**src/mpr_pkg.sv**
```systemverilog
// How it works
// - Every modem register answers at its own data-memory address, so loads and stores reach it like plain memory.
// - Writing 0 to command bit 7 at 0x2200 powers the radio down and holds the modem logic in reset.
// - While off the modem moves no packets, and software must turn it on before asking for any transfer.
// - Once the modem is off, hardware sets command bit 7 back to 1 by itself.
// - Writing 0 to command bit 6 moves the modem to the on state, ready to send or receive.
// - While on, the modem powers its transmitter and receiver up and down by itself.
// - When the modem enters the on state, hardware sets command bit 6 back to 1.
// - The modem-ready event fires when the radio has settled after an on request.
// - Reading the pending register or the index register clears every pending modem event.
// - Each modem event source can be disabled on its own through the enable register.
package mpr_pkg;

	localparam int DATA_W = 8;
	localparam int ADDR_W = 16;

	// Registers with behaviour of their own
	localparam logic [15:0] ADDR_PHY_COMMAND_0 = 16'h2200;
	localparam logic [15:0] ADDR_PHY_STATE_0 = 16'h2270;
	localparam logic [15:0] ADDR_PHY_STATE_1 = 16'h2271;
	localparam logic [15:0] ADDR_GAIN_STATE_0 = 16'h2272;
	localparam logic [15:0] ADDR_GAIN_STATE_1 = 16'h2273;
	localparam logic [15:0] ADDR_GAIN_STATE_2 = 16'h2274;
	localparam logic [15:0] ADDR_GAIN_STATE_3 = 16'h2275;
	localparam logic [15:0] ADDR_MODEM_IRQ_ENABLE = 16'h2277;
	localparam logic [15:0] ADDR_MODEM_IRQ_INDEX = 16'h2278;
	localparam logic [15:0] ADDR_MODEM_IRQ_PENDING = 16'h227E;

	localparam logic [7:0] RST_PHY_COMMAND_0 = 8'hFC;
	localparam logic [7:0] RST_PHY_STATE_1 = 8'hF0;
	localparam logic [7:0] RST_GAIN_STATE_0 = 8'hFF;
	localparam logic [7:0] RST_GAIN_STATE_1 = 8'hDF;
	localparam logic [7:0] RST_GAIN_STATE_2 = 8'h00;
	localparam logic [7:0] RST_GAIN_STATE_3 = 8'h00;
	localparam logic [7:0] RST_MODEM_IRQ_ENABLE = 8'hF0;

	// Command register fields
	localparam int CMD_OFF_BIT = 7;
	localparam int CMD_ON_BIT = 6;
	localparam int CMD_LOW_W = 6;

	// State register fields
	localparam int STATE_ON_BIT = 7;
	localparam int STATE_OFF_BIT = 6;

	// Event sources, lowest number has highest priority
	localparam int NUM_SRC = 4;
	localparam int SRC_RX_END = 0;
	localparam int SRC_RX_START = 1;
	localparam int SRC_TX_END = 2;
	localparam int SRC_MODEM_READY = 3;
	localparam int IDX_NONE_BIT = 2;

	// Radio settle time after an on request
	localparam int CLK_PERIOD_PS = 4000;
	localparam int SETTLE_NS = 1000;
	localparam int SETTLE_CYCLES = (SETTLE_NS * 1000 + CLK_PERIOD_PS - 1) / CLK_PERIOD_PS;

	// Plain storage registers; 0x220D serves both antenna switch names
	localparam int NUM_PLAIN = 34;
	localparam logic [15:0] PLAIN_ADDR [NUM_PLAIN] = '{
		16'h2201, 16'h2202, 16'h2203, 16'h2204, 16'h2205, 16'h2206, 16'h2207,
		16'h220D, 16'h2211, 16'h2212, 16'h2213, 16'h2215, 16'h2217, 16'h2223,
		16'h2248, 16'h2249, 16'h224A, 16'h224B, 16'h2260, 16'h2261, 16'h2262,
		16'h2263, 16'h226D, 16'h226E, 16'h2279, 16'h2286, 16'h2287, 16'h2288,
		16'h2289, 16'h228A, 16'h228B, 16'h22A0, 16'h22A1, 16'h22A2
	};
	localparam logic [7:0] PLAIN_RST [NUM_PLAIN] = '{
		8'hC7, 8'hE0, 8'hFF, 8'h00, 8'hFF, 8'hD0, 8'hFF,
		8'h00, 8'h02, 8'hA7, 8'h4F, 8'hF2, 8'h63, 8'h7F,
		8'hC0, 8'hB2, 8'h01, 8'hF4, 8'h40, 8'h6C, 8'hFF,
		8'h0F, 8'h00, 8'h20, 8'h90, 8'h38, 8'h20, 8'h00,
		8'h2F, 8'h14, 8'h32, 8'h18, 8'hF8, 8'h96
	};

	typedef enum logic [1:0] {
		MODE_OFF,
		MODE_WAKE,
		MODE_ON
	} mpr_mode_t;

	typedef struct packed {
		logic [15:0] addr;
		logic we;
		logic re;
		logic [7:0] wdata;
	} mpr_bus_req_t;

	typedef struct packed {
		logic [7:0] phy_state_1;
		logic [7:0] gain_state_0;
		logic [7:0] gain_state_1;
		logic [7:0] gain_state_2;
		logic [7:0] gain_state_3;
	} mpr_status_in_t;

endpackage

```
**src/mpr_modem_seq.sv**
```systemverilog
`timescale 1ns/1ps
module mpr_modem_seq
	import mpr_pkg::*;
#(
	parameter int SETTLE = SETTLE_CYCLES
) (
	input wire logic clk,
	input wire logic srst,
	input wire logic off_req,
	input wire logic on_req,
	output mpr_mode_t mode,
	output logic off_reached,
	output logic on_reached
);

	initial begin
		if (SETTLE < 1 || SETTLE > 65535) begin
			$error("SETTLE out of range");
		end
	end

	logic [15:0] settle_cnt;
	mpr_mode_t next_mode;

	// Mode decision; an off request beats an on request
	always_comb begin
		next_mode = mode;
		if (off_req) begin
			next_mode = MODE_OFF;
		end else begin
			case (mode)
				MODE_OFF: begin
					if (on_req) begin
						next_mode = MODE_WAKE;
					end
				end
				MODE_WAKE: begin
					// Radio needs time to settle before packets may flow
					if (settle_cnt == 16'(SETTLE - 1)) begin
						next_mode = MODE_ON;
					end
				end
				default: next_mode = mode;
			endcase
		end
	end

	// Mode register
	always_ff @(posedge clk) begin
		if (srst) begin
			mode <= MODE_OFF;
		end else begin
			mode <= next_mode;
		end
	end

	// Settle counter runs only while waking
	always_ff @(posedge clk) begin
		if (srst || mode != MODE_WAKE || off_req) begin
			settle_cnt <= 16'h0000;
		end else begin
			settle_cnt <= settle_cnt + 16'h0001;
		end
	end

	// Arrival pulses; a repeated request in the same mode still reports arrival
	always_ff @(posedge clk) begin
		if (srst) begin
			off_reached <= 1'b0;
			on_reached <= 1'b0;
		end else begin
			off_reached <= off_req;
			on_reached <= !off_req && ((mode == MODE_WAKE && next_mode == MODE_ON)
				|| (mode == MODE_ON && on_req));
		end
	end

endmodule

```
**src/mpr_register_bank.sv**
```systemverilog
`timescale 1ns/1ps
module mpr_register_bank
	import mpr_pkg::*;
#(
	parameter int SETTLE = SETTLE_CYCLES
) (
	input wire logic SYS_CLK,
	input wire logic SRST,
	input wire mpr_bus_req_t MEM_REQ,
	output logic [7:0] MEM_RDATA,
	output logic MEM_HIT,
	input wire mpr_status_in_t STATUS_IN,
	input wire logic RX_END_EVENT,
	input wire logic RX_START_EVENT,
	input wire logic TX_END_EVENT,
	input wire logic TX_ACTIVE,
	output logic [NUM_PLAIN*8-1:0] CTRL_REGS,
	output logic MODEM_RESET,
	output logic RADIO_POWER,
	output logic PACKET_ENABLE,
	output logic TX_POWER,
	output logic RX_POWER,
	output logic MODEM_IRQ
);

	// Addresses with behaviour of their own; the read chain tests them before the table
	function automatic logic special_hit(input logic [15:0] a);
		logic found;
		found = a == ADDR_PHY_COMMAND_0;
		found = found || (a >= ADDR_PHY_STATE_0 && a <= ADDR_GAIN_STATE_3);
		found = found || a == ADDR_MODEM_IRQ_ENABLE;
		found = found || a == ADDR_MODEM_IRQ_INDEX;
		found = found || a == ADDR_MODEM_IRQ_PENDING;
		return found;
	endfunction

	// Elaboration checks; a shadowed or doubled table entry would silently lose writes
	initial begin
		if (SETTLE < 1 || SETTLE > 65535) begin
			$error("SETTLE out of range");
		end
		// Index field carries only two bits of source number
		if (NUM_SRC < 1 || NUM_SRC > 4) begin
			$error("NUM_SRC out of range");
		end
		// Command byte is two request bits above the stored low bits
		if (CMD_LOW_W != CMD_ON_BIT || CMD_OFF_BIT != CMD_ON_BIT + 1) begin
			$error("command field layout broken");
		end
		for (int k = 0; k < NUM_PLAIN; k++) begin
			if (special_hit(PLAIN_ADDR[k])) begin
				$error("plain address shadowed");
			end
			for (int j = k + 1; j < NUM_PLAIN; j++) begin
				if (PLAIN_ADDR[j] == PLAIN_ADDR[k]) begin
					$error("plain address doubled");
				end
			end
		end
	end

	// Plain register lookup, shared by read and hit decode
	function automatic logic plain_hit(input logic [15:0] a);
		logic found;
		found = 1'b0;
		for (int k = 0; k < NUM_PLAIN; k++) begin
			if (a == PLAIN_ADDR[k]) begin
				found = 1'b1;
			end
		end
		return found;
	endfunction

	function automatic logic [7:0] plain_read(
		input logic [15:0] a,
		input logic [NUM_PLAIN*8-1:0] regs
	);
		logic [7:0] val;
		val = 8'h00;
		for (int k = 0; k < NUM_PLAIN; k++) begin
			if (a == PLAIN_ADDR[k]) begin
				val = regs[k*8 +: 8];
			end
		end
		return val;
	endfunction

	// Address decode of the special registers
	logic wr;
	logic rd;
	logic wr_cmd;
	logic wr_enable;
	logic rd_clear;

	assign wr = MEM_REQ.we;
	assign rd = MEM_REQ.re;
	assign wr_cmd = wr && MEM_REQ.addr == ADDR_PHY_COMMAND_0;
	assign wr_enable = wr && MEM_REQ.addr == ADDR_MODEM_IRQ_ENABLE;
	assign rd_clear = rd && (MEM_REQ.addr == ADDR_MODEM_IRQ_PENDING
		|| MEM_REQ.addr == ADDR_MODEM_IRQ_INDEX);

	// Plain storage, one byte per documented address
	logic [NUM_PLAIN*8-1:0] plain;

	genvar gi;
	generate
		for (gi = 0; gi < NUM_PLAIN; gi++) begin : g_plain
			always_ff @(posedge SYS_CLK) begin
				if (SRST) begin
					plain[gi*8 +: 8] <= PLAIN_RST[gi];
				end else if (wr && MEM_REQ.addr == PLAIN_ADDR[gi]) begin
					plain[gi*8 +: 8] <= MEM_REQ.wdata;
				end
			end
		end
	endgenerate

	// Values sit unchanged after loading; nothing in the block overwrites them
	assign CTRL_REGS = plain;

	// Command register: request bits plus six stored bits
	logic [CMD_LOW_W-1:0] cmd_low;
	logic off_bit;
	logic on_bit;
	logic off_req;
	logic on_req;
	logic off_reached;
	logic on_reached;
	mpr_mode_t mode;

	// A zero is a request; a one is the idle value and does nothing
	assign off_req = wr_cmd && !MEM_REQ.wdata[CMD_OFF_BIT];
	assign on_req = wr_cmd && !MEM_REQ.wdata[CMD_ON_BIT];

	always_ff @(posedge SYS_CLK) begin
		if (SRST) begin
			cmd_low <= RST_PHY_COMMAND_0[CMD_LOW_W-1:0];
		end else if (wr_cmd) begin
			cmd_low <= MEM_REQ.wdata[CMD_LOW_W-1:0];
		end
	end

	// Off request bit; a fresh request beats the hardware restore
	always_ff @(posedge SYS_CLK) begin
		if (SRST) begin
			off_bit <= RST_PHY_COMMAND_0[CMD_OFF_BIT];
		end else if (off_req) begin
			off_bit <= 1'b0;
		end else if (off_reached) begin
			off_bit <= 1'b1;
		end
	end

	// On request bit; an off request cancels a pending on request
	always_ff @(posedge SYS_CLK) begin
		if (SRST) begin
			on_bit <= RST_PHY_COMMAND_0[CMD_ON_BIT];
		end else if (on_req && !off_req) begin
			on_bit <= 1'b0;
		end else if (on_reached || off_req) begin
			on_bit <= 1'b1;
		end
	end

	// Modem power sequencing
	mpr_modem_seq #(
		.SETTLE(SETTLE)
	) u_seq (
		.clk(SYS_CLK),
		.srst(SRST),
		.off_req(off_req),
		.on_req(on_req),
		.mode(mode),
		.off_reached(off_reached),
		.on_reached(on_reached)
	);

	// Radio and datapath controls follow the mode
	always_ff @(posedge SYS_CLK) begin
		if (SRST) begin
			MODEM_RESET <= 1'b1;
			RADIO_POWER <= 1'b0;
			PACKET_ENABLE <= 1'b0;
		end else begin
			MODEM_RESET <= mode == MODE_OFF;
			RADIO_POWER <= mode != MODE_OFF;
			PACKET_ENABLE <= mode == MODE_ON;
		end
	end

	// Transmitter and receiver are swapped by hardware while on
	always_ff @(posedge SYS_CLK) begin
		if (SRST) begin
			TX_POWER <= 1'b0;
			RX_POWER <= 1'b0;
		end else begin
			TX_POWER <= mode == MODE_ON && TX_ACTIVE;
			RX_POWER <= mode == MODE_ON && !TX_ACTIVE;
		end
	end

	// Datapath status captured each cycle for stable reads
	mpr_status_in_t status_q;

	always_ff @(posedge SYS_CLK) begin
		if (SRST) begin
			status_q.phy_state_1 <= RST_PHY_STATE_1;
			status_q.gain_state_0 <= RST_GAIN_STATE_0;
			status_q.gain_state_1 <= RST_GAIN_STATE_1;
			status_q.gain_state_2 <= RST_GAIN_STATE_2;
			status_q.gain_state_3 <= RST_GAIN_STATE_3;
		end else begin
			status_q <= STATUS_IN;
		end
	end

	// Event enable register; a one in a low bit disables that source
	logic [7:0] irq_enable;

	always_ff @(posedge SYS_CLK) begin
		if (SRST) begin
			irq_enable <= RST_MODEM_IRQ_ENABLE;
		end else if (wr_enable) begin
			irq_enable <= MEM_REQ.wdata;
		end
	end

	// Event sources; datapath events only count while the modem is on
	logic [NUM_SRC-1:0] src;

	always_comb begin
		src = '0;
		src[SRC_RX_END] = RX_END_EVENT && mode == MODE_ON;
		src[SRC_RX_START] = RX_START_EVENT && mode == MODE_ON;
		src[SRC_TX_END] = TX_END_EVENT && mode == MODE_ON;
		src[SRC_MODEM_READY] = on_reached;
	end

	// Sticky pending bits; a new event in the clearing cycle survives
	logic [NUM_SRC-1:0] pend;

	always_ff @(posedge SYS_CLK) begin
		if (SRST) begin
			pend <= '0;
		end else begin
			pend <= (pend & {NUM_SRC{!rd_clear}}) | src;
		end
	end

	// Enabled pending sources drive the index and the line out
	logic [NUM_SRC-1:0] live;
	logic [1:0] top_src;
	logic any_live;

	assign live = pend & ~irq_enable[NUM_SRC-1:0];

	always_comb begin
		top_src = 2'h0;
		any_live = 1'b0;
		for (int k = NUM_SRC - 1; k >= 0; k--) begin
			if (live[k]) begin
				top_src = k[1:0];
				any_live = 1'b1;
			end
		end
	end

	always_ff @(posedge SYS_CLK) begin
		if (SRST) begin
			MODEM_IRQ <= 1'b0;
		end else begin
			MODEM_IRQ <= any_live;
		end
	end

	// Pending reads active low; index reads none-flag high when idle
	logic [7:0] pend_view;
	logic [7:0] index_view;
	logic [7:0] state_view;

	assign pend_view = {{(8 - NUM_SRC){1'b1}}, ~pend};
	assign index_view = {5'h1F, !any_live, top_src};

	always_comb begin
		state_view = 8'h00;
		state_view[STATE_ON_BIT] = mode == MODE_ON;
		state_view[STATE_OFF_BIT] = mode == MODE_OFF;
	end

	// Read decode; address chain keeps the plain table last
	logic [7:0] next_rdata;
	logic next_hit;

	always_comb begin
		next_hit = 1'b1;
		if (MEM_REQ.addr == ADDR_PHY_COMMAND_0) begin
			next_rdata = {off_bit, on_bit, cmd_low};
		end else if (MEM_REQ.addr == ADDR_PHY_STATE_0) begin
			next_rdata = state_view;
		end else if (MEM_REQ.addr == ADDR_PHY_STATE_1) begin
			next_rdata = status_q.phy_state_1;
		end else if (MEM_REQ.addr == ADDR_GAIN_STATE_0) begin
			next_rdata = status_q.gain_state_0;
		end else if (MEM_REQ.addr == ADDR_GAIN_STATE_1) begin
			next_rdata = status_q.gain_state_1;
		end else if (MEM_REQ.addr == ADDR_GAIN_STATE_2) begin
			next_rdata = status_q.gain_state_2;
		end else if (MEM_REQ.addr == ADDR_GAIN_STATE_3) begin
			next_rdata = status_q.gain_state_3;
		end else if (MEM_REQ.addr == ADDR_MODEM_IRQ_ENABLE) begin
			next_rdata = irq_enable;
		end else if (MEM_REQ.addr == ADDR_MODEM_IRQ_INDEX) begin
			next_rdata = index_view;
		end else if (MEM_REQ.addr == ADDR_MODEM_IRQ_PENDING) begin
			next_rdata = pend_view;
		end else if (plain_hit(MEM_REQ.addr)) begin
			next_rdata = plain_read(MEM_REQ.addr, plain);
		end else begin
			// Unmapped addresses read as zero and report no hit
			next_rdata = 8'h00;
			next_hit = 1'b0;
		end
	end

	// Read data one cycle after the strobe, held until the next read
	always_ff @(posedge SYS_CLK) begin
		if (SRST) begin
			MEM_RDATA <= 8'h00;
		end else if (rd) begin
			MEM_RDATA <= next_rdata;
		end
	end

	// Hit flag marks every decoded access for one cycle
	always_ff @(posedge SYS_CLK) begin
		if (SRST) begin
			MEM_HIT <= 1'b0;
		end else begin
			MEM_HIT <= (rd || wr) && next_hit;
		end
	end

endmodule

```
**config.mk**
```make
export PLATFORM = sky130hd
export DESIGN_NAME = mpr_register_bank
export DESIGN_NICKNAME = d
export VERILOG_FILES = /design/src/mpr_pkg.sv /design/src/mpr_modem_seq.sv /design/src/mpr_register_bank.sv
export SDC_FILE = /design/constraint.sdc
export NUM_CORES = 1
export LEC_CHECK = 0
export ABC_AREA = 1
export BUFFER_PORTS_ARGS = -buffer_cell sky130_fd_sc_hd__buf_2
export CAP_MARGIN = 20
export CORE_MARGIN = 2
export CORE_UTILIZATION = 55
export CTS_CLUSTER_SIZE = 40
export DETAILED_ROUTE_END_ITERATION = 7
export GPL_ROUTABILITY_DRIVEN = 0
export PLACE_DENSITY = 0.76
export SYNTH_ARGS = -nofsm -noshare
export SYNTH_HDL_FRONTEND = slang
export SYNTH_SLANG_ARGS = --single-unit
```
**constraint.sdc**
```tcl
create_clock -name SYS_CLK -period 3.9 [get_ports SYS_CLK]
set_input_delay 0.78 -clock SYS_CLK [delete_from_list [all_inputs] [get_ports SYS_CLK]]
set_output_delay 0.78 -clock SYS_CLK [all_outputs]
set_load 0.03 [all_outputs]
```
==> reports/summary.md <==
Run status
- run status: finished, violations left
- failing checks: negative setup slack

Yosys
- area share of the largest cell type after synthesis: 43.6%
- number of nets produced by synthesis: 2486
- synthesized area: 0.0169 sq mm
- syn_area_per_cell: 6.99 sq um
- proportion of synthesized chip area in sequential cells: 43.6%
- synthesis-stage register bit count: 367
- number of enable flip-flop cells after synthesis: 0
- async set-reset flop share out of synthesis: 0%
- biggest area contributors in the synthesized netlist: dfxtp_1 44%, nand2_1 12%, inv_1 6.5%, a21oi_1 6.4%, o211ai_1 5.4%
- Top FF cell, synth: dfxtp_1
- synth warn: 0
- gate count of the mapped netlist: 2412
- post-synthesis cell type with the largest combined area: dfxtp_1
- number of library cell types mapped by synthesis: 53

Final layout
- Post-Layout Inst Area: 0.0221 sq mm
- ratio of cells with drive above 1 in the final layout: 26.4%
- Final Net Count: 2996
- final cell count without fillers: 3346
- leading cell type in the layout, fill and taps excluded: nand2_1
- most frequent cells in the layout: 523 x nand2_1, 367 x dfxtp_1, 351 x buf_2
- area added between synthesis and finish: 31.1%
- end-of-flow core utilization: 72.8%

Die
- vertical die dimension: 179 um
- row count: 64
- Die Outline Area: 0.0321 sq mm
- I/O pin count: 359
- core area: 0.0303 sq mm
- chip width: 179 um
- Initial Utilization: 55.5%

STA
- count of endpoints failing hold in the final timing report: 0
- worst slew slack as a fraction of its limit: 32.4%
- slew of the pin with the lowest slew margin: 1.01 ns
- maximum clock frequency: 256 MHz
- Period Utilization, post-route: 100%
- Post-Route Skew: 0.0232 ns
- final worst setup slack: -0.00640 ns
- final slew viol count: 0
- final critical delay including setup and external delays: 3.91 ns
- unrepaired setup endpoints after global routing: yes
- final number of setup-violating endpoints: 1

Setup path
- Setup crit end kind: flop
- cell family contributing the most delay on the critical path: simple AND/OR/NAND/NOR gates
- critical path arrival: 4.33 ns
- slowest cell on the critical path: o21bai_1
- number of buffers and inverters on the critical path: 5
- stage delay of the slowest cell on the critical path: 0.19 ns
- Critical Path Fanout Max: 8
- Critical Path Source Type: input port
- Worst Path Class, Setup: input port to flop
- Most Frequent Cell on Critical Path: nand2_1
- critical path required time: 4.32 ns

Global route
- aggregate global-route resource usage: 39.6%
- via count of the first global-routing pass: 17838
- global-route wire length before repair: 97900 um
- total overflow reported by the global router: 0
- antenna violations before repair: 3
- pin count of the biggest net entering global routing: 88

Power
- VDD IR max: 0.000378 V
- power per unit of standard cell area: 364 mW/mm^2
- overall power after layout: 8040 uW
- leakage component of the power: 0.0104 uW

Routing
- drc violations: 0
- overall routed net length: 66700 um
- wire per inst: 19.9 um
- Routed Antenna Nets: 0
- number of iterations in the first detailed-routing pass: 6
- iteration-0 DRC count of the detailed router: 2687
- detailed-route vias per instance: 5.89
- vias after detailed routing: 19710

Clocking
- worst-skew pair later-pin latency: 0.55 ns
- number of sinks driven by the clock tree: 367
- number of buffers created by CTS: 39
- maximum number of buffers from clock root to sink: 3
- CTS clock-pin slew for the worst setup and hold paths: 0.06 ns
- number of H-tree levels: 2
- clock tree from TritonCTS: done
- cell chosen for the clock root: clkbuf_16
- CTS Hold Buffers Added: 0

Placed design
- Placed Cells: 3265
- Final HPWL DP: 48000 um
- post-placement cell area: 0.0203 sq mm
- Port-buffer cells: 358

Min path
- class of the most critical hold timing path: input port to flop

Run
- count of maximum capacitance violations: 0

worst reg2reg max path, delay by kind of cell, from the launching register on:
kind / cells / cell delay [ns]
AOI/OAI and AO/OA: 3 / 0.41
and+or+nand+nor: 24 / 2.36
buffers and inverters: 1 / 0.12
DFF: 1 / 0.32
final cells by class:
class                           instances  area [sq um]
Clock buffer                           52          1150
Timing Repair Buffer                  580          3550
Inverter                              314          1200
Fill cell                            2439          8250
Tap cell                              396           495
Multi-Input combinational cell       1620          8160
Antenna cell                            2          5.00
Clock inverter                         15           190
Sequential cell                       367          7350
state kept, by name, indices dropped and copies added (netlist names), 2 cells and up:
| name | flops |
|---|---|
| CTRL_REGS | 272 |
| cmd_low | 6 |
| irq_enable | 8 |
| pend | 4 |
| status_q | 40 |
| u_seq.settle_cnt | 16 |
| u_seq.mode | 2 |
| MEM_RDATA | 8 |
stage by stage:
stage | setup slack, ns | hold WS (ns) | setup TNS (ns)
detailed placement | -0.564 | 0.459 | -3.12
finish | -0.00640 | 0.415 | -0.00640
global placement | -0.532 | 0.446 | -2.51
floorplan | 0.485 | 0.431 | 0
CTS | 0.00214 | 0.415 | 0
global route | -0.304 | 0.420 | -1.39
synth_stat cells, types with 2 or more instances:
cell type  count
o21ai_1       12
and2_1         2
nor2_8         2
clkinv_2       2
ha_1           2
o21bai_1       2
nor3_2         2
buf_2          3
a221oi_1       4
o22ai_1        6
nor2_2        10
nor2_1       227
nand2_2        5
clkinv_1       3
buf_1          4
nand3_1       76
a21oi_1      217
nand3_2        2
nand2_1      544
nand4_1       58
nor2_4         4
nor3_1        44
nor3b_1        8
o211ai_1     121
o21ai_0      179
a211oi_1      10
nand2_4        4
nor4_1        17
clkbuf_1     103
a31oi_1       14
xor2_1         2
a32o_1         3
inv_2         18
dfxtp_1      367
or2_2         28
inv_1        290
final timing paths:
| path | to | startpoint | depth (start not counted) | slack [ns] |
|---|---|---|---|---|
| max | MEM_RDATA[1] | MEM_REQ[23] | 36 | -0.006 |
| min | RX_POWER | TX_ACTIVE | 2 | 0.41 |
| max reg2reg | MEM_RDATA[1] | CTRL_REGS[9] | 28 | 0.59 |
| min reg2reg | u_seq.settle_cnt[0] | u_seq.settle_cnt[0] | 1 | 0.47 |
metal layers:
| layer | wire [um] | GRT usage [%] | vias to the layer above |
|---|---|---|---|
| li1 | - | - | 8988 |
| met1 | 24300 | 49.7 | 8996 |
| met2 | 29300 | 62.4 | 1401 |
| met3 | 8190 | 8.27 | 325 |
| met4 | 4810 | 24.6 | 0 |
| met5 | 0 | 0 | - |
timing repair:
item                                    in CTS  in global routing
buffers inserted                             2                 10
pin swaps                                    1                 52
resized for setup                            0                 86
endpoints found under the setup margin       1                  8
kinds of logic after synthesis:
| family | synth area share [%] |
|---|---|
| AND/OR/NAND/NOR | 27.0 |
| flip-flops | 43.6 |
| XOR/XNOR | 0.104 |
| multiplexers | 0.0594 |
| buffers and inverters | 9.56 |
| AO/OA/AOI/OAI | 19.6 |
| adder cells (fa/ha/maj) | 0.148 |
report_power, final:
group / leakage [uW] / switching [uW] / internal, uW / total (uW)
clock: 0.000670 / 1550 / 2320 / 3870
combinational: 0.00671 / 281 / 106 / 387
sequential: 0.00297 / 9.52 / 3770 / 3780
total: 0.0104 / 1840 / 6200 / 8040
No activity file was read; power rests on OpenSTA's default activity.
